<file path="src/hdl/ccpw_pkg.sv">
// Package with register map, field layout and timing constants for the PWM unit
package ccpw_pkg;
  // Register byte addresses (word aligned)
  localparam logic [7:0] ADDR_CONTROL   = 8'h00;
  localparam logic [7:0] ADDR_PERIOD    = 8'h04;
  localparam logic [7:0] ADDR_DUTY      = 8'h08;
  localparam logic [7:0] ADDR_DUTYLATCH = 8'h0C;
  localparam logic [7:0] ADDR_PAIRSEL   = 8'h10;
  localparam logic [7:0] ADDR_STATUS    = 8'h14;
  localparam logic [7:0] ADDR_PRESCALE  = 8'h18;

  // Control register fields
  localparam int          CTRL_MODE_LSB   = 0;
  localparam int          CTRL_DUTYLO_LSB = 4;
  localparam logic [3:0]  MODE_PWM        = 4'hC;
  localparam logic [7:0]  CONTROL_RESET   = 8'h00;

  // Timer pairing register fields
  localparam int          PAIR8_LSB       = 0;
  localparam int          PAIR9_BIT       = 2;
  localparam int          PAIR10_BIT      = 4;
  localparam logic [7:0]  PAIRSEL_MASK    = 8'h17;
  localparam logic [7:0]  PAIRSEL_RESET   = 8'h00;
  localparam logic [7:0]  PERIOD_RESET    = 8'hFF;

  // Pairing field codes
  localparam logic [1:0]  PAIR8_T1_T2     = 2'h0;
  localparam logic [1:0]  PAIR8_T3_T4     = 2'h1;
  localparam logic [1:0]  PAIR8_T3_T6     = 2'h2;

  // Timer pair encodings driven on the unit timer pair outputs: {clock-source timer, period timer}
  localparam logic [3:0]  PAIR_T1_T2      = 4'h0;
  localparam logic [3:0]  PAIR_T3_T4      = 4'h1;
  localparam logic [3:0]  PAIR_T3_T6      = 4'h2;
  localparam logic [3:0]  PAIR_T5_T2      = 4'h3;
  localparam logic [3:0]  PAIR_T5_T4      = 4'h4;
  localparam logic [3:0]  PAIR_NONE       = 4'hF;

  // Prescale codes: 1, 4, 16
  localparam logic [1:0]  PRE_1           = 2'h0;
  localparam logic [1:0]  PRE_4           = 2'h1;
  localparam logic [1:0]  PRE_16          = 2'h2;
  localparam logic [1:0]  PRE_RSVD        = 2'h3;
  localparam logic [3:0]  PRE4_LIMIT      = 4'h3;
  localparam logic [3:0]  PRE16_LIMIT     = 4'hF;

  // One time-base phase equals one oscillator period times the prescale; four phases per timer tick
  localparam int          CLOCK_MHZ       = 100;
  localparam int          TOSC_NS         = 10;
  localparam int          TOSC_CYCLES     = (TOSC_NS * CLOCK_MHZ) / 1000 < 1 ? 1 :
                                            (TOSC_NS * CLOCK_MHZ) / 1000;
  localparam int          PHASES_PER_TICK = 4;
endpackage : ccpw_pkg

</file>
<file path="src/hdl/ccpw_tick_if.sv">
// Interface carrying the time-base tick and phase between divider and PWM core
`timescale 1ns/1ps
interface ccpw_tick_if;
  logic       tick;
  logic       step;
  logic [1:0] phase;
  logic       clear;
  logic [1:0] prescale;
  modport source (output tick, output step, output phase, input clear, input prescale);
  modport sink   (input tick, input step, input phase, output clear, output prescale);
endinterface : ccpw_tick_if

</file>
<file path="src/hdl/ccpw_prescaler.sv">
// Oscillator-period divider and prescaler producing the 2 low time-base bits
`timescale 1ns/1ps
module ccpw_prescaler
  import ccpw_pkg::*;
(
  input  wire logic    clock,
  input  wire logic    reset_n,
  ccpw_tick_if.source  tb
);
  logic [7:0] oscCount;
  logic [3:0] preCount;
  logic       oscEn;
  logic [3:0] preLimit;

  always_comb begin
    unique case (tb.prescale)
      PRE_4:   preLimit = PRE4_LIMIT;
      PRE_16:  preLimit = PRE16_LIMIT;
      default: preLimit = 4'h0;
    endcase
  end

  assign oscEn = (oscCount == 8'(TOSC_CYCLES - 1));

  always_ff @(posedge clock or negedge reset_n) begin
    if (!reset_n) begin
      oscCount <= 8'h00;
    end else if (tb.clear || oscEn) begin
      oscCount <= 8'h00;
    end else begin
      oscCount <= oscCount + 8'h01;
    end
  end

  // Phase advances every Tosc times prescale; low bits of time base
  always_ff @(posedge clock or negedge reset_n) begin
    if (!reset_n) begin
      preCount <= 4'h0;
      tb.phase <= 2'h0;
    end else if (tb.clear) begin
      preCount <= 4'h0;
      tb.phase <= 2'h0;
    end else if (oscEn) begin
      if (preCount >= preLimit) begin
        preCount <= 4'h0;
        tb.phase <= tb.phase + 2'h1;
      end else begin
        preCount <= preCount + 4'h1;
      end
    end
  end

  // Step marks the cycle on which the phase is about to advance
  assign tb.step = oscEn && (preCount >= preLimit);
  assign tb.tick = tb.step && (tb.phase == 2'(PHASES_PER_TICK - 1));
endmodule : ccpw_prescaler

</file>
<file path="src/hdl/ccpw_pwm_unit.sv">
// PWM unit with 10-bit time base, period match, duty latch and timer pairing select
`timescale 1ns/1ps
// What this block does
// - Unit 8 pairing field: 00,01,10 choose timers
// - Units 10 and 9 single-bit timer selects
// - PWM output up to 10-bit resolution
// - Zeroing control register forces output low
// - Time base: 8-bit timer plus 2 bits
// - Period is (period+1)*4*Tosc*prescale
// - Timer clears after matching period register
// - Zero duty keeps output low all period
// - Duty latched at each period match
// - High for duty portion, low remainder
module ccpw_pwm_unit
  import ccpw_pkg::*;
(
  input  wire logic        clock,
  input  wire logic        reset_n,
  input  wire logic        psel,
  input  wire logic        penable,
  input  wire logic        pwrite,
  input  wire logic [7:0]  paddr,
  input  wire logic [31:0] pwdata,
  output logic      [31:0] prdata,
  output logic             pready,
  output logic             pslverr,
  input  wire logic        pinDirectionBit,
  output logic             pwmOut,
  output logic             pwmOutEn,
  output logic [3:0]       unit8TimerPair,
  output logic [3:0]       unit9TimerPair,
  output logic [3:0]       unit10TimerPair
);
  ccpw_tick_if tb ();

  logic [7:0] unitControlRegister;
  logic [7:0] periodRegister;
  logic [7:0] dutyWriteRegister;
  logic [9:0] dutyLatch;
  logic [7:0] unitTimerPairingSelect2;
  logic [1:0] prescaleSel;
  logic [7:0] eightBitBaseTimer;
  logic       outLatch;
  logic       periodMatch;
  logic       pwmMode;
  logic       restart;
  logic [9:0] timeBase;
  logic [9:0] dutyRequest;
  logic       wrEn;
  logic       rdEn;
  logic       addrOk;

  ccpw_prescaler u_prescaler (
    .clock   (clock),
    .reset_n (reset_n),
    .tb      (tb.source)
  );

  assign pwmMode     = (unitControlRegister[CTRL_MODE_LSB +: 4] == MODE_PWM);
  assign timeBase    = {eightBitBaseTimer, tb.phase};
  assign dutyRequest = {dutyWriteRegister, unitControlRegister[CTRL_DUTYLO_LSB +: 2]};
  assign periodMatch = (eightBitBaseTimer == periodRegister);
  assign restart     = tb.tick && periodMatch;
  assign tb.clear    = !pwmMode;
  assign tb.prescale = prescaleSel;

  // APB: zero wait states, unmapped addresses answer with an error
  assign pready  = 1'b1;
  assign wrEn    = psel && penable && pwrite;
  assign rdEn    = psel && !penable && !pwrite;
  always_comb begin
    unique case (paddr)
      ADDR_CONTROL, ADDR_PERIOD, ADDR_DUTY, ADDR_DUTYLATCH,
      ADDR_PAIRSEL, ADDR_STATUS, ADDR_PRESCALE: addrOk = 1'b1;
      default:                                  addrOk = 1'b0;
    endcase
  end
  assign pslverr = psel && penable && !addrOk;

  always_ff @(posedge clock or negedge reset_n) begin
    if (!reset_n) begin
      unitControlRegister <= CONTROL_RESET;
    end else if (wrEn && paddr == ADDR_CONTROL) begin
      unitControlRegister <= pwdata[7:0];
    end
  end

  always_ff @(posedge clock or negedge reset_n) begin
    if (!reset_n) begin
      periodRegister    <= PERIOD_RESET;
      dutyWriteRegister <= 8'h00;
      prescaleSel       <= PRE_1;
    end else if (wrEn) begin
      if (paddr == ADDR_PERIOD) begin
        periodRegister <= pwdata[7:0];
      end
      if (paddr == ADDR_DUTY) begin
        dutyWriteRegister <= pwdata[7:0];
      end
      if (paddr == ADDR_PRESCALE) begin
        prescaleSel <= (pwdata[1:0] == PRE_RSVD) ? PRE_16 : pwdata[1:0];
      end
    end
  end

  // Unimplemented bits never stored, so they read as zero
  always_ff @(posedge clock or negedge reset_n) begin
    if (!reset_n) begin
      unitTimerPairingSelect2 <= PAIRSEL_RESET;
    end else if (wrEn && paddr == ADDR_PAIRSEL) begin
      unitTimerPairingSelect2 <= pwdata[7:0] & PAIRSEL_MASK;
    end
  end

  // Timer pair decode; reserved unit 8 code reports no pair
  always_comb begin
    unique case (unitTimerPairingSelect2[PAIR8_LSB +: 2])
      PAIR8_T1_T2: unit8TimerPair = PAIR_T1_T2;
      PAIR8_T3_T4: unit8TimerPair = PAIR_T3_T4;
      PAIR8_T3_T6: unit8TimerPair = PAIR_T3_T6;
      default:     unit8TimerPair = PAIR_NONE;
    endcase
    unit9TimerPair  = unitTimerPairingSelect2[PAIR9_BIT]  ? PAIR_T5_T4 : PAIR_T1_T2;
    unit10TimerPair = unitTimerPairingSelect2[PAIR10_BIT] ? PAIR_T5_T2 : PAIR_T1_T2;
  end

  // Timer clears on the increment after matching the period
  always_ff @(posedge clock or negedge reset_n) begin
    if (!reset_n) begin
      eightBitBaseTimer <= 8'h00;
    end else if (!pwmMode) begin
      eightBitBaseTimer <= 8'h00;
    end else if (restart) begin
      eightBitBaseTimer <= 8'h00;
    end else if (tb.tick) begin
      eightBitBaseTimer <= eightBitBaseTimer + 8'h01;
    end
  end

  // Duty copied every cycle outside PWM mode and in PWM mode only at restart, so a period never sees a torn value
  always_ff @(posedge clock or negedge reset_n) begin
    if (!reset_n) begin
      dutyLatch <= 10'h000;
    end else if (!pwmMode) begin
      dutyLatch <= dutyRequest;
    end else if (restart) begin
      dutyLatch <= dutyRequest;
    end
  end

  always_ff @(posedge clock or negedge reset_n) begin
    if (!reset_n) begin
      outLatch <= 1'b0;
    end else if (unitControlRegister == CONTROL_RESET || !pwmMode) begin
      outLatch <= 1'b0;
    end else if (restart) begin
      outLatch <= (dutyRequest != 10'h000);
    end else if (tb.step && timeBase + 10'h001 >= dutyLatch) begin
      // Fall only as the phase advances, so slow prescales keep full duty
      outLatch <= 1'b0;
    end
  end

  // Pin carries the waveform only while the direction bit selects output
  assign pwmOut   = outLatch;
  assign pwmOutEn = !pinDirectionBit;

  always_ff @(posedge clock or negedge reset_n) begin
    if (!reset_n) begin
      prdata <= 32'h0000_0000;
    end else if (rdEn) begin
      unique case (paddr)
        ADDR_CONTROL:   prdata <= {24'h000000, unitControlRegister};
        ADDR_PERIOD:    prdata <= {24'h000000, periodRegister};
        ADDR_DUTY:      prdata <= {24'h000000, dutyWriteRegister};
        ADDR_DUTYLATCH: prdata <= {22'h0, dutyLatch};
        ADDR_PAIRSEL:   prdata <= {24'h000000, unitTimerPairingSelect2};
        ADDR_STATUS:    prdata <= {20'h00000, outLatch, 1'b0, tb.phase, eightBitBaseTimer};
        ADDR_PRESCALE:  prdata <= {30'h0, prescaleSel};
        default:        prdata <= 32'h0000_0000;
      endcase
    end
  end

  chk_timer_clear: assert property (@(posedge clock) disable iff (!reset_n)
    restart |=> eightBitBaseTimer == 8'h00)
    else $error("timer not cleared after period match");
  chk_output_set: assert property (@(posedge clock) disable iff (!reset_n)
    (restart && pwmMode && unitControlRegister != CONTROL_RESET && dutyRequest != 10'h000)
      |=> outLatch)
    else $error("output not set at period start");
  chk_zero_duty: assert property (@(posedge clock) disable iff (!reset_n)
    (restart && dutyRequest == 10'h000) |=> !outLatch)
    else $error("zero duty set the output");
  chk_duty_latch: assert property (@(posedge clock) disable iff (!reset_n)
    (pwmMode && !restart) |=> dutyLatch == $past(dutyLatch))
    else $error("duty latch changed mid period");
  chk_duty_copy: assert property (@(posedge clock) disable iff (!reset_n)
    restart |=> dutyLatch == $past(dutyRequest))
    else $error("duty not latched at period match");
  chk_control_zero: assert property (@(posedge clock) disable iff (!reset_n)
    (wrEn && paddr == ADDR_CONTROL && pwdata[7:0] == 8'h00) |=> ##1 !outLatch)
    else $error("output not forced low on control clear");
  chk_duty_fall: assert property (@(posedge clock) disable iff (!reset_n)
    (pwmMode && !restart && tb.step && timeBase + 10'h001 >= dutyLatch) |=> !outLatch)
    else $error("output high past duty");
  chk_unit8_pair: assert property (@(posedge clock) disable iff (!reset_n)
    unitTimerPairingSelect2[1:0] == PAIR8_T3_T6 |-> unit8TimerPair == PAIR_T3_T6)
    else $error("unit 8 pairing decode wrong");
  chk_unit_pairs: assert property (@(posedge clock) disable iff (!reset_n)
    unitTimerPairingSelect2[PAIR10_BIT] |-> unit10TimerPair == PAIR_T5_T2)
    else $error("unit 10 pairing decode wrong");
  chk_time_base: assert property (@(posedge clock) disable iff (!reset_n)
    timeBase[9:2] == eightBitBaseTimer)
    else $error("time base upper bits wrong");

  cov_restart:   cover property (@(posedge clock) disable iff (!reset_n) restart ##1 outLatch);
  cov_fall:      cover property (@(posedge clock) disable iff (!reset_n) $fell(outLatch));
  cov_zero_duty: cover property (@(posedge clock) disable iff (!reset_n)
    restart && dutyRequest == 10'h000);
endmodule : ccpw_pwm_unit

</file>
<file path="config.mk">
export PLATFORM = sky130hd
export DESIGN_NAME = ccpw_pwm_unit
export DESIGN_NICKNAME = d
export VERILOG_FILES = /design/src/hdl/ccpw_pkg.sv /design/src/hdl/ccpw_tick_if.sv /design/src/hdl/ccpw_prescaler.sv /design/src/hdl/ccpw_pwm_unit.sv
export SDC_FILE = /design/constraint.sdc
export NUM_CORES = 1
export LEC_CHECK = 0
export ABC_CLOCK_PERIOD_IN_PS = 6700
export BUFFER_PORTS_ARGS = -buffer_cell sky130_fd_sc_hd__buf_2
export CAP_MARGIN = 25
export CELL_PAD_IN_SITES_DETAIL_PLACEMENT = 1
export CELL_PAD_IN_SITES_GLOBAL_PLACEMENT = 2
export CORE_MARGIN = 3
export CORE_UTILIZATION = 39
export CTS_BUF_LIST = sky130_fd_sc_hd__clkbuf_4
export CTS_CLUSTER_SIZE = 20
export DETAILED_ROUTE_END_ITERATION = 6
export GPL_TIMING_DRIVEN = 0
export PLACE_DENSITY = 0.87
export SYNTH_ARGS = -nofsm -noshare
export SYNTH_HDL_FRONTEND = slang
export SYNTH_SLANG_ARGS = --single-unit
</file>
<file path="constraint.sdc">
create_clock -name clock -period 6.7 [get_ports clock]
set_input_delay 0.335 -clock clock [delete_from_list [all_inputs] [get_ports clock]]
set_output_delay 0.335 -clock clock [all_outputs]
set_load 0.02 [all_outputs]
</file>
==> metrics.csv <==
stage,metric,value,unit
clock_tree,"CTS clk-pin slew, worst paths",0.13,ns
logic_synthesis,sequential fraction of the synthesis area,40.7,%
sta,slew at the pin closest to its max-slew limit,0.711,ns
power,Leak,2.53,nW
power,PwrDens,151,nW/um2
logic_synthesis,number of distinct library cells after synthesis,58,
logic_synthesis,"Top FF cell, synth",dfrtp_1,
floorplan,chip height,114,um
clock_tree,H-tree Lvls,3,
global_route,vias in the first global route,3685,
sta,Final TNS setup,0,ns
logic_synthesis,Post-synth EDFFs,0,
floorplan,chip width,114,um
worst_setup_path,cell count of the worst reg-to-reg path,10,
hold_path,endpoint with the worst hold slack,dutyWriteRegister[6],
sta,"Setup violations, final",0,
detailed_routing,WL final,11900,um
placement,PortBufs,40,
sta,max-slew violation count,0,
hold_path,hold path start,pwdata[6],
worst_setup_path,worst r2r src,prescaleSel[0],
sta,clock skew,0.0304,ns
sta,Slew HR,52.2,%
clock_tree,CTS sink cnt,74,
global_route,gr ovfl total,0,
global_route,largest net degree at the start of global routing,48,
clock_tree,worst skew pair latency,0.45,ns
worst_setup_path,CP Data Arrival Time,3.02,ns
clock_tree,hold_buf cts,1,
clock_tree,Num CTS Buffers,9,
detailed_routing,Iter 0 DRT Violations,159,
floorplan,area of the core,11100,um2
logic_synthesis,Ys Warns,0,
worst_setup_path,"critical path fanouts, max",10,
detailed_routing,First-pass DRT Iterations,4,
placement,HPWL Detailed,9230,um
worst_setup_path,Critical Path Source Type,flop,
clock_tree,Post CTS Setup Buffer Count,0,
detailed_routing,antenna-violating nets left,0,
sta,achievable frequency,371,MHz
logic_synthesis,Synth Cell Area,4570,um2
global_route,Total GRT Usage,19.0,%
logic_synthesis,"flops & latches, synth",74,
finish,most frequent cells in the layout,"dfrtp_1 (66), buf_2 (51), mux2_2 (33), buf_4 (33), nand2_1 (32)",
sta,min cycle time layout,2.69,ns
clock_tree,TritonCTS clock tree,built,
floorplan,FP Rows,38,
finish,area delta synth->final,13.7,%
power,total power,0.786,mW
detailed_routing,per-cell routed wire length,18.0,um
finish,"commonest non-fill, non-tap cell in the layout",dfrtp_1,
run_status,outcome,"finished, final reports clean",
hold_path,min-delay worst type,input port to flop,
clock_tree,post-CTS sizing,0,
detailed_routing,via count,3481,
finish,ANT cells,0,
global_route,antenna violations before repair,0,
detailed_routing,DR DRC count,0,
sta,Final Cycle Share,40.2,%
worst_setup_path,Crit Reg-Reg Endpoint,dutyLatch[7],
sta,final hold violations,0,
logic_synthesis,Post-synth ARST share,100,%
finish,layout cells sized above 1,30.9,%
worst_setup_path,Crit. End Element,flop,
detailed_routing,drt via density,5.23,
sta,RSZ-0062 raised after global routing,false,
finish,Final Core Density,46.7,%
worst_setup_path,Worst Path Required,7.03,ns
worst_setup_path,classification of the worst setup path,flop to flop,
clock_tree,clock root cell,clkbuf_4,
floorplan,Starting Density,41.1,%
logic_synthesis,syn avg cell area,10.3,um2
finish,Final Net Count,588,
floorplan,die area,13100,um2
worst_setup_path,"reg-to-reg slack, setup",4.01,ns
power,worst vdd ir,0.0000703,V
placement,gpl congestion,0.845,
hold_path,hold depth,2,
clock_tree,Clock Path Buffers,2,
logic_synthesis,synthesized netlist cell count,442,
floorplan,IO Pins,94,
job,# Max-Cap Violations,0,
global_route,first-pass GRT wire length,19400,um
[Yosys cell counts, types with 2 or more instances]
cell type / number / share of area, %
inv_1: 18 / 1.5
o211ai_1: 5 / 0.82
dfrtp_1: 66 / 36
and3_1: 10 / 1.4
a21oi_1: 12 / 1.3
conb_1: 2 / 0.16
buf_4: 32 / 5.3
nand2b_1: 3 / 0.41
ha_1: 22 / 6.0
nor2_1: 22 / 1.8
a2bb2oi_1: 3 / 0.57
dfstp_2: 8 / 4.6
a22oi_1: 2 / 0.33
o2bb2ai_1: 4 / 0.77
nor3_1: 8 / 0.88
mux2_2: 33 / 8.1
nand3_1: 16 / 1.8
a32oi_1: 4 / 0.77
nor3b_1: 3 / 0.49
a32o_1: 4 / 0.88
nand3b_1: 3 / 0.49
xor2_1: 8 / 1.5
nor3_2: 2 / 0.44
mux2_4: 10 / 3.3
a21o_1: 6 / 0.99
nor4_1: 2 / 0.27
nor2b_1: 4 / 0.55
buf_2: 12 / 1.3
or4_1: 2 / 0.33
xnor2_1: 15 / 2.9
clkbuf_1: 7 / 0.57
nor4b_1: 2 / 0.38
mux2i_1: 7 / 1.5
and4_1: 2 / 0.38
and2_1: 2 / 0.27
a221oi_1: 5 / 0.96
nand2_1: 32 / 2.6
nand4_1: 8 / 1.1
nor4_4: 2 / 0.93
o21ai_0: 16 / 1.8
[power breakdown]
part           internal (mW)  switching [mW]  total (mW)
Combinational         0.0303          0.0499      0.0802
Sequential             0.451         0.00390       0.455
Clock                 0.0808           0.170       0.251
Total                  0.562           0.224       0.786
[sequential cells by signal, indices dropped and copies added, names as in the netlist, 4 cells and up]
| register | cells |
|---|---|
| prdata | 11 |
| dutyLatch | 10 |
| dutyWriteRegister | 8 |
| eightBitBaseTimer | 8 |
| periodRegister | 8 |
| u_prescaler.oscCount | 8 |
| unitControlRegister | 8 |
| u_prescaler.preCount | 4 |
| unitTimerPairingSelect2 | 4 |
[stage by stage]
stage,cells,worst slack (ns),hold slack (ns),instance area [um2]
after floorplan,467,4.33,0.0394,4660
after global placement,647,4.05,0.456,5040
after detailed placement,648,4.00,0.295,5070
after CTS,665,3.97,0.136,5200
after global routing,665,3.75,0.133,5200
final,665,4.01,0.150,5200
[layer usage]
| layer | global-route usage, % | up-vias | wire length, um | share of wire, % |
|---|---|---|---|---|
| li1 | - | 1671 | - | - |
| met3 | 3.96 | 9 | 548 | 4.6 |
| met2 | 30.1 | 85 | 5630 | 47 |
| met1 | 26.4 | 1716 | 5610 | 47 |
| met4 | 5.07 | 0 | 149 | 1.2 |
| met5 | 0 | - | 0 | 0 |
[worst max-delay path, cell delays in order, from the launching register on]
cell and delay [ns]:
dfrtp_1 0.40, inv_1 0.05, ha_1 0.31, inv_1 0.05, ha_1 0.27, nor2b_1 0.20
o21ai_2 0.14, and4_1 0.21, buf_4 0.17, a21oi_4 0.43, mux2_4 0.35
[kinds of logic after synthesis]
group	share of synthesized area [%]
buf+inv	8.71
other cells	0.164
mux	12.9
simple gates	16.0
fa+ha+maj	6.02
flops	40.7
xor+xnor	4.41
compound gates	11.1
[worst max path at each step]
stage | startpoint | endpoint | cells past startpoint
after global placement | prescaleSel[0] | dutyLatch[0] | 10
after detailed placement | prescaleSel[0] | dutyLatch[5] | 10
after floorplan | prescaleSel[0] | dutyLatch[0] | 10
after CTS | prescaleSel[0] | dutyLatch[7] | 10
final | prescaleSel[0] | dutyLatch[7] | 10
after global routing | eightBitBaseTimer[1] | pwmOut | 9
[layout make-up]
type,count,area (um2)
Sequential cell,74,1860
Clock inverter,6,42.5
Clock buffer,10,75.1
Multi-Input combinational cell,323,2400
Buffer,52,330
Fill cell,1292,5930
Tap cell,140,175
Inverter,18,67.6
Timing Repair Buffer,42,240
No activity file was read; power rests on OpenSTA's default activity.
